$ cat src/hdl/bbct_pkg.sv
// constants and types of the buffered byte count tracker
// assumes one 100 MHz clock domain shared by host port and bus engine
package bbct_pkg;
  localparam int BUF_DEPTH = 68;
  localparam int PTR_W = 7;
  localparam logic [6:0] PTR_LAST = 7'h43; // last buffer location
  localparam logic [6:0] PTR_FIRST = 7'h00;
  localparam logic [6:0] BC_MAX = 7'h44; // largest legal byte count
  localparam logic [6:0] BC_ZERO = 7'h00;
  localparam int LB_POS = 7; // last-byte flag position in count register
  localparam int BC_MSB = 6; // top bit of byte count field
  localparam logic [7:0] COUNT_RST = 8'h00;
  localparam logic [7:0] STA_IDLE = 8'hF8; // status after reset
  localparam logic [7:0] STA_BAD_COUNT = 8'hFC; // invalid count requested

  typedef enum logic [1:0] {
    ROLE_MT,
    ROLE_MR,
    ROLE_ST,
    ROLE_SR
  } bbct_role_t;

  // host strobes, each one cycle wide
  typedef struct packed {
    logic wr_count;
    logic wr_data;
    logic rd_data;
    logic wr_ctrl;
    logic [7:0] wdata;
  } bbct_host_t;

  // bus engine events, each one cycle wide except role and data
  typedef struct packed {
    bbct_role_t role;
    logic addr_done;
    logic addr_ack;
    logic slv_addr;
    logic byte_done;
    logic [7:0] rx_byte;
    logic seq_end;
  } bbct_eng_t;
endpackage

$ cat src/hdl/bbct_buf.sv
// 68-byte data buffer with one write and one registered read port
// assumes write and read addresses stay inside the buffer
`timescale 1ns/100ps
module bbct_buf (
  input wire logic clk_sys,
  input wire logic wr_en,
  input wire logic [6:0] wr_addr,
  input wire logic [7:0] wr_data,
  input wire logic [6:0] rd_addr,
  output logic [7:0] rd_data_q
);
  logic [7:0] mem_q [0:bbct_pkg::BUF_DEPTH-1];

  // storage write
  always_ff @(posedge clk_sys) begin
    if (wr_en) begin
      mem_q[wr_addr] <= wr_data;
    end
  end

  // read with write-through so the output never shows a stale byte
  always_ff @(posedge clk_sys) begin
    if (wr_en && (wr_addr == rd_addr)) begin
      rd_data_q <= wr_data;
    end else begin
      rd_data_q <= mem_q[rd_addr];
    end
  end
endmodule

$ cat src/hdl/bbct_top.sv
// byte count and buffer pointer tracking for buffered transfers
// assumes host strobes and engine events come from logic on clk_sys
// How it works
// [RULE1] count register write rewinds buffer pointer
// [RULE2] sequence end loads bytes moved into count
// [RULE3] transmission starts from first buffer location
// [RULE4] receive sequence end rewinds pointer to start
// [RULE5] master transmit address alone counts one
// [RULE6] master transmit address plus n gives n+1
// [RULE7] arbitration lost in address gives zero
// [RULE8] arbitration lost mid data counts completed bytes
// [RULE9] master receive: address nack one, data n
// [RULE10] arbitration lost in ack keeps n
// [RULE11] slave receive address gives zero, then n
// [RULE12] slave transmit address gives zero, then n
// [RULE13] count undefined after start, stop, acked read
// [RULE14] zero or above 68 rejects with FCh
// [RULE15] host programs count between 01h and 44h
// [RULE16] last byte flag makes final byte nacked
// [RULE17] data port writes past 68 wrap to 00h
// [RULE18] pointer steps on each access and byte; a host access and a byte in the same cycle step it only once
`timescale 1ns/100ps
module bbct_top (
  input wire logic clk_sys,
  input wire logic sys_rst,
  input wire bbct_pkg::bbct_host_t host,
  input wire bbct_pkg::bbct_eng_t eng,
  output logic [7:0] count_rdata,
  output logic [7:0] data_rdata,
  output logic [7:0] tx_byte,
  output logic [7:0] status_q,
  output logic [6:0] ptr_q,
  output logic start_seq_q,
  output logic reject_irq_q,
  output logic ack_out
);
  logic [6:0] bc_q;
  logic [6:0] bc_d;
  logic lb_q;
  logic lb_d;
  logic [6:0] cnt_q;
  logic [6:0] cnt_d;
  logic [6:0] ptr_d;
  logic [7:0] status_d;
  logic start_seq_d;
  logic reject_irq_d;
  logic rx_role;
  logic bc_bad;
  logic host_data_acc;
  logic eng_move;
  logic buf_wr_en;
  logic [7:0] buf_wr_data;
  logic [7:0] buf_q;
  logic [7:0] first_byte_q;
  logic [7:0] first_byte_d;
  logic moved_q;
  logic moved_d;

  // pointer step with wrap at the end of the buffer
  function automatic logic [6:0] ptr_next(input logic [6:0] p);
    if (p == bbct_pkg::PTR_LAST) begin
      ptr_next = bbct_pkg::PTR_FIRST;
    end else begin
      ptr_next = p + 7'h01;
    end
  endfunction

  // decode of roles and events
  assign rx_role = (eng.role == bbct_pkg::ROLE_MR) || (eng.role == bbct_pkg::ROLE_SR);
  assign bc_bad = (bc_q == bbct_pkg::BC_ZERO) || (bc_q > bbct_pkg::BC_MAX); // RULE14 RULE15
  assign host_data_acc = host.wr_data || host.rd_data;
  assign eng_move = eng.byte_done;

  // buffer write from host or from received bytes
  always_comb begin
    buf_wr_en = 1'b0;
    buf_wr_data = host.wdata;
    if (host.wr_data) begin
      buf_wr_en = 1'b1;
    end else if (eng.byte_done && rx_role) begin
      buf_wr_en = 1'b1;
      buf_wr_data = eng.rx_byte;
    end
  end

  bbct_buf u_buf (
    .clk_sys(clk_sys),
    .wr_en(buf_wr_en),
    .wr_addr(ptr_q),
    .wr_data(buf_wr_data),
    .rd_addr(ptr_d),
    .rd_data_q(buf_q)
  );

  // next values of pointer, counts, status and strobes
  always_comb begin
    ptr_d = ptr_q;
    cnt_d = cnt_q;
    bc_d = bc_q;
    lb_d = lb_q;
    status_d = status_q;
    start_seq_d = 1'b0;
    reject_irq_d = 1'b0;
    // pointer
    if (host.wr_count) begin
      ptr_d = bbct_pkg::PTR_FIRST; // RULE1
    end else if (host.wr_ctrl && !bc_bad) begin
      ptr_d = bbct_pkg::PTR_FIRST; // RULE3
    end else if (eng.seq_end && rx_role) begin
      ptr_d = bbct_pkg::PTR_FIRST; // RULE4
    end else if (eng.slv_addr) begin
      ptr_d = bbct_pkg::PTR_FIRST;
    end else if (host_data_acc || eng_move) begin
      ptr_d = ptr_next(ptr_q); // RULE17 RULE18
    end
    // bytes moved in the running sequence; value between start and end is unspecified
    if (host.wr_ctrl || eng.slv_addr) begin
      cnt_d = 7'h00; // RULE11 RULE12 RULE13
    end else if (eng.addr_done) begin
      // master transmit counts its address; master receive only when nacked
      if (eng.role == bbct_pkg::ROLE_MT) begin
        cnt_d = cnt_q + 7'h01; // RULE5
      end else if ((eng.role == bbct_pkg::ROLE_MR) && !eng.addr_ack) begin
        cnt_d = cnt_q + 7'h01; // RULE9
      end
    end else if (eng.byte_done) begin
      // only finished bytes count, so a lost byte is never included
      cnt_d = cnt_q + 7'h01; // RULE6 RULE7 RULE8 RULE10
    end
    // count register: host write or report at sequence end
    if (host.wr_count) begin
      bc_d = host.wdata[bbct_pkg::BC_MSB:0];
      lb_d = host.wdata[bbct_pkg::LB_POS];
    end else if (eng.seq_end) begin
      bc_d = cnt_q; // RULE2
    end
    // sequence start or rejection on control write
    if (host.wr_ctrl) begin
      if (bc_bad) begin
        status_d = bbct_pkg::STA_BAD_COUNT; // RULE14
        reject_irq_d = 1'b1;
      end else begin
        start_seq_d = 1'b1;
      end
    end
  end

  // state registers
  always_ff @(posedge clk_sys) begin
    if (sys_rst) begin
      ptr_q <= bbct_pkg::PTR_FIRST;
      cnt_q <= 7'h00;
      bc_q <= bbct_pkg::COUNT_RST[bbct_pkg::BC_MSB:0];
      lb_q <= bbct_pkg::COUNT_RST[bbct_pkg::LB_POS];
      status_q <= bbct_pkg::STA_IDLE;
      start_seq_q <= 1'b0;
      reject_irq_q <= 1'b0;
    end else begin
      ptr_q <= ptr_d;
      cnt_q <= cnt_d;
      bc_q <= bc_d;
      lb_q <= lb_d;
      status_q <= status_d;
      start_seq_q <= start_seq_d;
      reject_irq_q <= reject_irq_d;
    end
  end

  // checking aids: byte held at the first location, and any move since start
  always_comb begin
    first_byte_d = first_byte_q;
    moved_d = moved_q;
    if (buf_wr_en && (ptr_q == bbct_pkg::PTR_FIRST)) begin
      first_byte_d = buf_wr_data;
    end
    if (host.wr_ctrl || eng.slv_addr) begin
      moved_d = 1'b0;
    end else if (eng.addr_done || eng.byte_done) begin
      moved_d = 1'b1;
    end
  end

  // checking aid registers; the byte copy has no reset, like the buffer
  always_ff @(posedge clk_sys) begin
    first_byte_q <= first_byte_d;
    if (sys_rst) begin
      moved_q <= 1'b0;
    end else begin
      moved_q <= moved_d;
    end
  end

  // read data and acknowledge decision
  assign count_rdata = {lb_q, bc_q};
  assign data_rdata = buf_q;
  assign tx_byte = buf_q; // RULE3
  assign ack_out = !(rx_role && lb_q && ((cnt_q + 7'h01) == bc_q)); // RULE16

  a_count_wr_rewind: assert property (@(posedge clk_sys) disable iff (sys_rst) // RULE1
    host.wr_count |=> (ptr_q == 7'h00))
    else $error("pointer not rewound by count write");

  a_ptr_wrap: assert property (@(posedge clk_sys) disable iff (sys_rst) // RULE17
    (host.wr_data && !host.wr_count && !host.wr_ctrl && !eng.seq_end && !eng.slv_addr
      && ptr_q == 7'h43) |=> (ptr_q == 7'h00))
    else $error("pointer did not wrap to location zero");

  a_ptr_step: assert property (@(posedge clk_sys) disable iff (sys_rst) // RULE18
    (host.rd_data && !host.wr_count && !host.wr_ctrl && !eng.seq_end && !eng.slv_addr
      && ptr_q < 7'h43) |=> (ptr_q == $past(ptr_q) + 7'h01))
    else $error("pointer did not step on data access");

  a_seq_report: assert property (@(posedge clk_sys) disable iff (sys_rst) // RULE2
    (eng.seq_end && !host.wr_count) |=> (bc_q == $past(cnt_q)))
    else $error("count not reported at sequence end");

  a_start_first: assert property (@(posedge clk_sys) disable iff (sys_rst) // RULE3
    (host.wr_ctrl && !bc_bad && !host.wr_count) |=> (start_seq_q && ptr_q == 7'h00))
    else $error("sequence did not start at first location");

  a_rx_rewind: assert property (@(posedge clk_sys) disable iff (sys_rst) // RULE4
    (eng.seq_end && rx_role) |=> (ptr_q == 7'h00))
    else $error("receive pointer not rewound");

  a_mt_addr_one: assert property (@(posedge clk_sys) disable iff (sys_rst) // RULE5
    (eng.addr_done && eng.role == bbct_pkg::ROLE_MT && cnt_q == 7'h00
      && !host.wr_ctrl && !eng.slv_addr) |=> (cnt_q == 7'h01))
    else $error("master transmit address did not count one");

  a_mr_addr_ack: assert property (@(posedge clk_sys) disable iff (sys_rst) // RULE9
    (eng.addr_done && eng.addr_ack && eng.role == bbct_pkg::ROLE_MR
      && !host.wr_ctrl && !eng.slv_addr) |=> $stable(cnt_q))
    else $error("acked read address was counted");

  a_slave_zero: assert property (@(posedge clk_sys) disable iff (sys_rst) // RULE11 RULE12
    eng.slv_addr |=> (cnt_q == 7'h00))
    else $error("slave address did not clear count");

  a_bad_count: assert property (@(posedge clk_sys) disable iff (sys_rst) // RULE14
    (host.wr_ctrl && bc_bad) |=> (reject_irq_q && !start_seq_q
      && status_q == bbct_pkg::STA_BAD_COUNT))
    else $error("invalid count not rejected");

  a_last_nack: assert property (@(posedge clk_sys) disable iff (sys_rst) // RULE16
    (rx_role && lb_q && (cnt_q == bc_q - 7'h01)) |-> !ack_out)
    else $error("final byte acknowledged with last byte flag");

  a_byte_count: assert property (@(posedge clk_sys) disable iff (sys_rst) // RULE6
    (eng.byte_done && !eng.addr_done && !host.wr_ctrl && !eng.slv_addr)
      |=> (cnt_q == $past(cnt_q) + 7'h01))
    else $error("moved byte not counted");

  a_tx_first: assert property (@(posedge clk_sys) disable iff (sys_rst) // RULE3
    start_seq_q |-> (tx_byte == first_byte_q))
    else $error("first byte sent is not the first stored byte");

  a_lost_addr_zero: assert property (@(posedge clk_sys) disable iff (sys_rst) // RULE7
    (eng.seq_end && !moved_q && !eng.addr_done && !eng.byte_done && !host.wr_count
      && !host.wr_ctrl && !eng.slv_addr) |=> (bc_q == bbct_pkg::BC_ZERO))
    else $error("sequence without moves did not report zero");

  a_mr_addr_nack: assert property (@(posedge clk_sys) disable iff (sys_rst) // RULE9
    (eng.addr_done && !eng.addr_ack && eng.role == bbct_pkg::ROLE_MR
      && !host.wr_ctrl && !eng.slv_addr) |=> (cnt_q == $past(cnt_q) + 7'h01))
    else $error("refused read address was not counted");

  a_ack_default: assert property (@(posedge clk_sys) disable iff (sys_rst) // RULE16
    (!rx_role || !lb_q) |-> ack_out)
    else $error("byte refused although last byte flag is clear");

  a_eng_step: assert property (@(posedge clk_sys) disable iff (sys_rst) // RULE18
    (eng.byte_done && !host.rd_data && !host.wr_data && !host.wr_count && !host.wr_ctrl
      && !eng.seq_end && !eng.slv_addr && ptr_q < bbct_pkg::PTR_LAST)
      |=> (ptr_q == $past(ptr_q) + 7'h01))
    else $error("pointer did not step on moved byte");

  a_reject_idle: assert property (@(posedge clk_sys) disable iff (sys_rst) // RULE14
    (host.wr_ctrl && bc_bad && !host.wr_count && !host_data_acc && !eng.seq_end
      && !eng.slv_addr && !eng.byte_done) |=> ($stable(ptr_q) && !start_seq_q))
    else $error("rejected control write moved data");

  a_count_load: assert property (@(posedge clk_sys) disable iff (sys_rst) // RULE1
    host.wr_count |=> (count_rdata == $past(host.wdata)))
    else $error("count register write did not land");

  a_ctrl_restart: assert property (@(posedge clk_sys) disable iff (sys_rst) // RULE8
    host.wr_ctrl |=> (cnt_q == 7'h00))
    else $error("control write did not restart counting");

  a_status_hold: assert property (@(posedge clk_sys) disable iff (sys_rst) // RULE14
    !(host.wr_ctrl && bc_bad) |=> $stable(status_q))
    else $error("status changed without rejected control write");

  a_lb_hold: assert property (@(posedge clk_sys) disable iff (sys_rst) // RULE16
    !host.wr_count |=> $stable(lb_q))
    else $error("last byte flag changed without count write");

  a_bc_hold: assert property (@(posedge clk_sys) disable iff (sys_rst) // RULE2
    (!host.wr_count && !eng.seq_end) |=> $stable(bc_q))
    else $error("byte count field changed without cause");

  a_slave_rewind: assert property (@(posedge clk_sys) disable iff (sys_rst) // RULE12
    eng.slv_addr |=> (ptr_q == bbct_pkg::PTR_FIRST))
    else $error("slave address did not rewind pointer");
endmodule

$ cat config.mk
export PLATFORM = sky130hd
export DESIGN_NAME = bbct_top
export DESIGN_NICKNAME = d
export VERILOG_FILES = /design/src/hdl/bbct_pkg.sv /design/src/hdl/bbct_buf.sv /design/src/hdl/bbct_top.sv
export SDC_FILE = /design/constraint.sdc
export NUM_CORES = 1
export LEC_CHECK = 0
export ABC_CLOCK_PERIOD_IN_PS = 2900
export BUFFER_PORTS_ARGS = -buffer_cell sky130_fd_sc_hd__buf_2
export CORE_ASPECT_RATIO = 1.4
export CORE_MARGIN = 4
export CORE_UTILIZATION = 45
export CTS_CLUSTER_DIAMETER = 50
export DETAILED_ROUTE_END_ITERATION = 7
export PLACE_DENSITY = 0.63
export SKIP_CTS_REPAIR_TIMING = 1
export SYNTH_ARGS = -nofsm -noshare
export SYNTH_HDL_FRONTEND = slang
export SYNTH_SLANG_ARGS = --single-unit
$ cat constraint.sdc
create_clock -name clk_sys -period 2.9 [get_ports clk_sys]
set_clock_uncertainty 0.1 [all_clocks]
set_input_delay 0.725 -clock clk_sys [delete_from_list [all_inputs] [get_ports clk_sys]]
set_output_delay 0.725 -clock clk_sys [all_outputs]
set_load 0.1 [all_outputs]
== Word level (Yosys, flattened, before mapping) ==
Memory sizes are Yosys's and may differ from the RTL's. A register that Yosys moved wholly into a read port is not among the register bits.
Cells that the tools add are included.

* Register bits: 25
* Bits in writable memories: 544
* Input bits: 29
* Memories: 1

* Add/subtract/negate cells: 2
* Magnitude comparators: 1
* Eq/ne operators: 5
* Muxes and demuxes: 20
* Bitwise logic cells: 1
* Reduce and logical (&&, ||, !) cells: 22

{| class="wikitable"
|+ Memories
! name !! depth !! width !! read ports !! clocked after memory_dff !! write ports !! line !! RTL
|-
| u_buf.mem_q || 68 || 8 || 1 || 1 || 1 || bbct_buf.sv:12 || <nowiki>logic [7:0] mem_q [0:bbct_pkg::BUF_DEPTH-1];</nowiki>
|}

{| class="wikitable"
|+ Operators with widths
! operator !! number
|-
| 7-bit 2-to-1 mux || 12
|-
| 8-bit 2-to-1 mux || 2
|-
| 7-bit by 1-bit adder with 7-bit output, second input constant || 2
|-
| 7-bit equality test || 1
|-
| 7-bit equality test, second input constant || 1
|-
| 7-bit > comparator, second input constant || 1
|-
| 7-bit logical NOT || 1
|-
| 1-bit logical AND || 6
|-
| 1-bit 2-to-1 mux || 6
|-
| 1-bit logical OR || 5
|-
| 2-bit AND reduction || 2
|-
| 2-bit nonzero test || 2
|-
| 2-bit OR reduction || 2
|-
| 1-bit logical NOT || 3
|-
| 3-bit by 1-bit != test with 1-bit output, second input constant || 1
|-
| 2-bit by 1-bit equality test with 1-bit output, second input constant || 1
|-
| 2-bit equality test, second input constant || 1
|-
| 2-bit logical NOT || 1
|-
| 1-bit NOT || 1
|}

== Logic depth before layout (Yosys ltp) ==
* Word-level depth: 7
* Gate-level depth with buffers: 9
* Gate-level depth less buffers: 6

== By module ==
Synthesis repeated with hierarchy kept, for this count alone.

* Cell total of the unflattened synthesis: 1177
* Area, all modules: 22927.0 µm²

{| class="wikitable"
|+ By module, submodules not included
! module !! instances !! cells an instance !! area each (µm²) !! seq. area each (µm²)
|-
| bbct_buf || 1 || 976 || 21320.4 || 16475.8
|-
| bbct_top || 1 || 201 || 1606.5 || 500.5
|}

== Worst setup path after synthesis ==
Ideal clock, no wire load.

* Path kind: flip-flop to output port
* Start: register (tool-made name)
* End: output port tx_byte[6]
* Arrival: 4.292 ns
* Slack: -2.217 ns
* Cell stages (with the launch flop): 9
* Path buffers: 3
* Path through: dfxtp_1 buf_2 nor2_1 clkbuf_1 o221ai_1 o22ai_1 a221oi_1 o31ai_1 buf_4

{| class="wikitable"
|+ RTL lines
! item !! line !! RTL
|-
| to (decl) || bbct_top.sv:30 || <nowiki>output logic [7:0] tx_byte,</nowiki>
|}

==> run metrics <==
final antenna diode count 0; number of antenna violations at the first check in global routing 0; I/O pin cnt 71; starting density of the core 45.52%; classification of the worst-slack hold path input port to flip-flop; sink count of the clock tree 576; drc violations 0; Fin Hold WS 298.9 ps; share of the cycle needed by the critical path after routing 130.0%; violated checks setup timing; critical-path maximum fanout 11; maximum ir drop on the vdd rail 0.0004920 V; number of global-route vias before repair 12,118; net count of the finished layout 1,416; number of levels in the clock H-tree 2; Mapped Avg Cell Area 19.81 um^2; clock latency of the later-clocked register in the worst-skew pair 570 ps; Core Region 0.05000 mm^2; required time of the worst setup path 2080 ps; worst slew pin tran 804.9 ps; die height 274.1 um; clock root buffer sky130_fd_sc_hd__clkbuf_16; post-detailed-routing wire length 52,730 um; HPWL after DPL 33,080 um; leak pwr 0.008939 uW; register area share after synthesis 74.58%; maximum root-to-sink buffer count 3; largest net degree at the start of global routing 69; area of placed instances 0.02518 mm^2; global routing usage summed across all routing layers 19.10%; via count 11,546; TritonCTS clock tree yes; global-route wire length before repair 77,290 um; drt first-iter violations 892; Die Footprint 0.05430 mm^2; Max Fclk 0.2653 GHz; layout overhead on the synthesized area 21.43%; max-slew violation count 0; final number of hold-violating endpoints 0; Syn. warnings 0; gate count of the mapped netlist 1,149; cell area after layout 0.02764 mm^2; final setup margin -868.8 ps; maxcap violations 0; leading cell type in the layout, fill and taps excluded sky130_fd_sc_hd__edfxtp_1; total CTS buffers 51; Cell Area, Synth 0.02276 mm^2; worst-case headroom to the max-slew limit 46.34%; element type at the critical path start flip-flop; #FFs+latches synth 576; result of the run finished with violations; First-pass DRT Iterations 5; Die Span X 198.1 um; final global-route overflow total 0; unrepaired setup endpoints after global routing true; data arrival time of the worst path 2940 ps; routed length per instance 25.48 um; final weighted congestion in routability-driven placement 0.8004; crit end category primary output; post-layout minimum cycle time 3769 ps; via density per instance 5.580; number of port buffers 63; share of post-route cells with drive strength above 1 38.36%; start-to-end type of the worst setup path flip-flop to primary output; power density over the cells 620.5 mW/mm^2; final core utilization 55.27%; Total Neg Setup Slack -13,470 ps; Distinct cells, synth 39; setup violation total in the final timing report 16; Clk pin slew, worst setup/hold paths 60 ps; top library cells by usage in the layout, fill and taps aside 544 x sky130_fd_sc_hd__edfxtp_1, 156 x sky130_fd_sc_hd__buf_4, 128 x sky130_fd_sc_hd__mux4_2, 110 x sky130_fd_sc_hd__nor2_1, 56 x sky130_fd_sc_hd__clkbuf_16; row count 97; Antenna Violating Nets Remaining 0
-- layer usage --
metal / track usage [%] / share of wire (%) / vias to the layer above
li1: - / - / 5132
met1: 24.93 / 39 / 5972
met2: 33.81 / 53 / 362
met3: 2.458 / 5.0 / 80
met4: 5.330 / 2.9 / 0
met5: 0 / 0 / -
-- logic make-up (layout without fill, tap and decap cells) --
family                   count (synthesis)  in the layout  share of synthesized area [%]
AO/OA/AOI/OAI                           77             77                          2.463
XOR/XNOR                                21             21                         0.8081
adder cells (fa/ha/maj)                  2              2                         0.1099
buffers and inverters                   77            349                          1.825
flip-flops                             576            576                          74.58
multiplexers                           219            219                          16.89
other                                    2              7                        0.03299
AND/OR/NAND/NOR                        175            175                          3.293
-- state kept, by name (all words and copies together), names as in the netlist, named ones only --
name and cells:
bc_q 7, cnt_q 7, lb_q 1, ptr_q 7, reject_irq_q 1, start_seq_q 1, status_q 1, u_buf.mem_q 544
-- worst paths after layout --
path	from	endpoint	slack, ps	cells after the start
worst max-delay path	flip-flop	data_rdata[5]	-870	8
worst min-delay path	host[1]	bc_q[1]	300	3
worst max register to register	ptr_q[3]	u_buf.mem_q[24][4]	800	4
worst min register to register	status_q[2]	status_q[2]	380	1
-- cell usage after synthesis --
cell | n | area (um^2)
sky130_fd_sc_hd__o221ai_1 | 8 | 70.07
sky130_fd_sc_hd__dfxtp_1 | 32 | 640.6
sky130_fd_sc_hd__nor2b_1 | 10 | 62.56
sky130_fd_sc_hd__a21oi_1 | 12 | 60.06
sky130_fd_sc_hd__conb_1 | 2 | 7.510
sky130_fd_sc_hd__a22oi_1 | 16 | 120.1
sky130_fd_sc_hd__nand4_1 | 1 | 6.260
sky130_fd_sc_hd__or3_1 | 4 | 25.02
sky130_fd_sc_hd__xor2_1 | 8 | 70.07
sky130_fd_sc_hd__clkbuf_1 | 26 | 97.59
sky130_fd_sc_hd__ha_1 | 2 | 25.02
sky130_fd_sc_hd__nand3b_1 | 2 | 15.01
sky130_fd_sc_hd__edfxtp_1 | 544 | 16340
sky130_fd_sc_hd__and2_1 | 2 | 12.51
sky130_fd_sc_hd__a32oi_1 | 8 | 70.07
sky130_fd_sc_hd__xnor2_1 | 13 | 113.9
sky130_fd_sc_hd__buf_2 | 20 | 100.1
sky130_fd_sc_hd__inv_1 | 2 | 7.510
sky130_fd_sc_hd__mux4_2 | 128 | 2883
sky130_fd_sc_hd__nor2_1 | 111 | 416.7
sky130_fd_sc_hd__nor4_1 | 2 | 12.51
sky130_fd_sc_hd__buf_1 | 5 | 18.77
sky130_fd_sc_hd__and3_1 | 1 | 6.260
sky130_fd_sc_hd__o31ai_1 | 9 | 67.56
sky130_fd_sc_hd__mux2_2 | 40 | 450.4
sky130_fd_sc_hd__o22ai_1 | 8 | 50.05
sky130_fd_sc_hd__or2_2 | 1 | 6.260
sky130_fd_sc_hd__nand2b_1 | 2 | 12.51
sky130_fd_sc_hd__a221oi_1 | 8 | 70.07
sky130_fd_sc_hd__nor3_1 | 13 | 65.06
sky130_fd_sc_hd__a211o_1 | 2 | 17.52
sky130_fd_sc_hd__nand3_1 | 9 | 45.04
sky130_fd_sc_hd__a21boi_0 | 1 | 7.510
sky130_fd_sc_hd__buf_4 | 21 | 157.7
sky130_fd_sc_hd__a21o_1 | 1 | 7.510
sky130_fd_sc_hd__nand2_1 | 17 | 63.81
sky130_fd_sc_hd__buf_6 | 3 | 33.78
sky130_fd_sc_hd__mux2i_1 | 51 | 510.5
sky130_fd_sc_hd__o21ai_0 | 4 | 20.02
-- worst max-delay path, cell delays in order, from the launching register on --
cell	delay, ps
sky130_fd_sc_hd__dfxtp_4	430
sky130_fd_sc_hd__buf_4	170
sky130_fd_sc_hd__clkbuf_16	200
sky130_fd_sc_hd__mux4_2	520
sky130_fd_sc_hd__mux2i_1	250
sky130_fd_sc_hd__o22ai_1	160
sky130_fd_sc_hd__a221oi_2	270
sky130_fd_sc_hd__o31ai_4	120
sky130_fd_sc_hd__buf_4	250
-- report_power, final --
| group | internal [uW] | switching [uW] | leakage [uW] |
|---|---|---|---|
| Clock | 4010 | 2920 | 0.000841 |
| Combinational | 333 | 714 | 0.00294 |
| Sequential | 9160 | 17.4 | 0.00516 |
| Total | 13500 | 3650 | 0.00894 |
-- stage by stage --
step | instances | setup WS, ps | power, uW
floorplan | 1154 | -348.6 | 10060
detailed placement | 1945 | -419.6 | 10300
global placement | 1945 | -432.8 | 10280
finish | 2069 | -868.8 | 17150
global route | 2069 | -968.0 | 17720
CTS | 2039 | -1033 | 17180
-- area by class of cell --
cell class | instances | area [um^2]
clock inverters | 26 | 317.8
multi-input cells | 501 | 5786
repair buffers | 253 | 2338
well taps | 643 | 804.5
fillers | 3823 | 22360
inverters | 2 | 7.507
flip-flops and latches | 576 | 16990
clock buffers | 68 | 1391
Power figures use the tool's default switching activity.
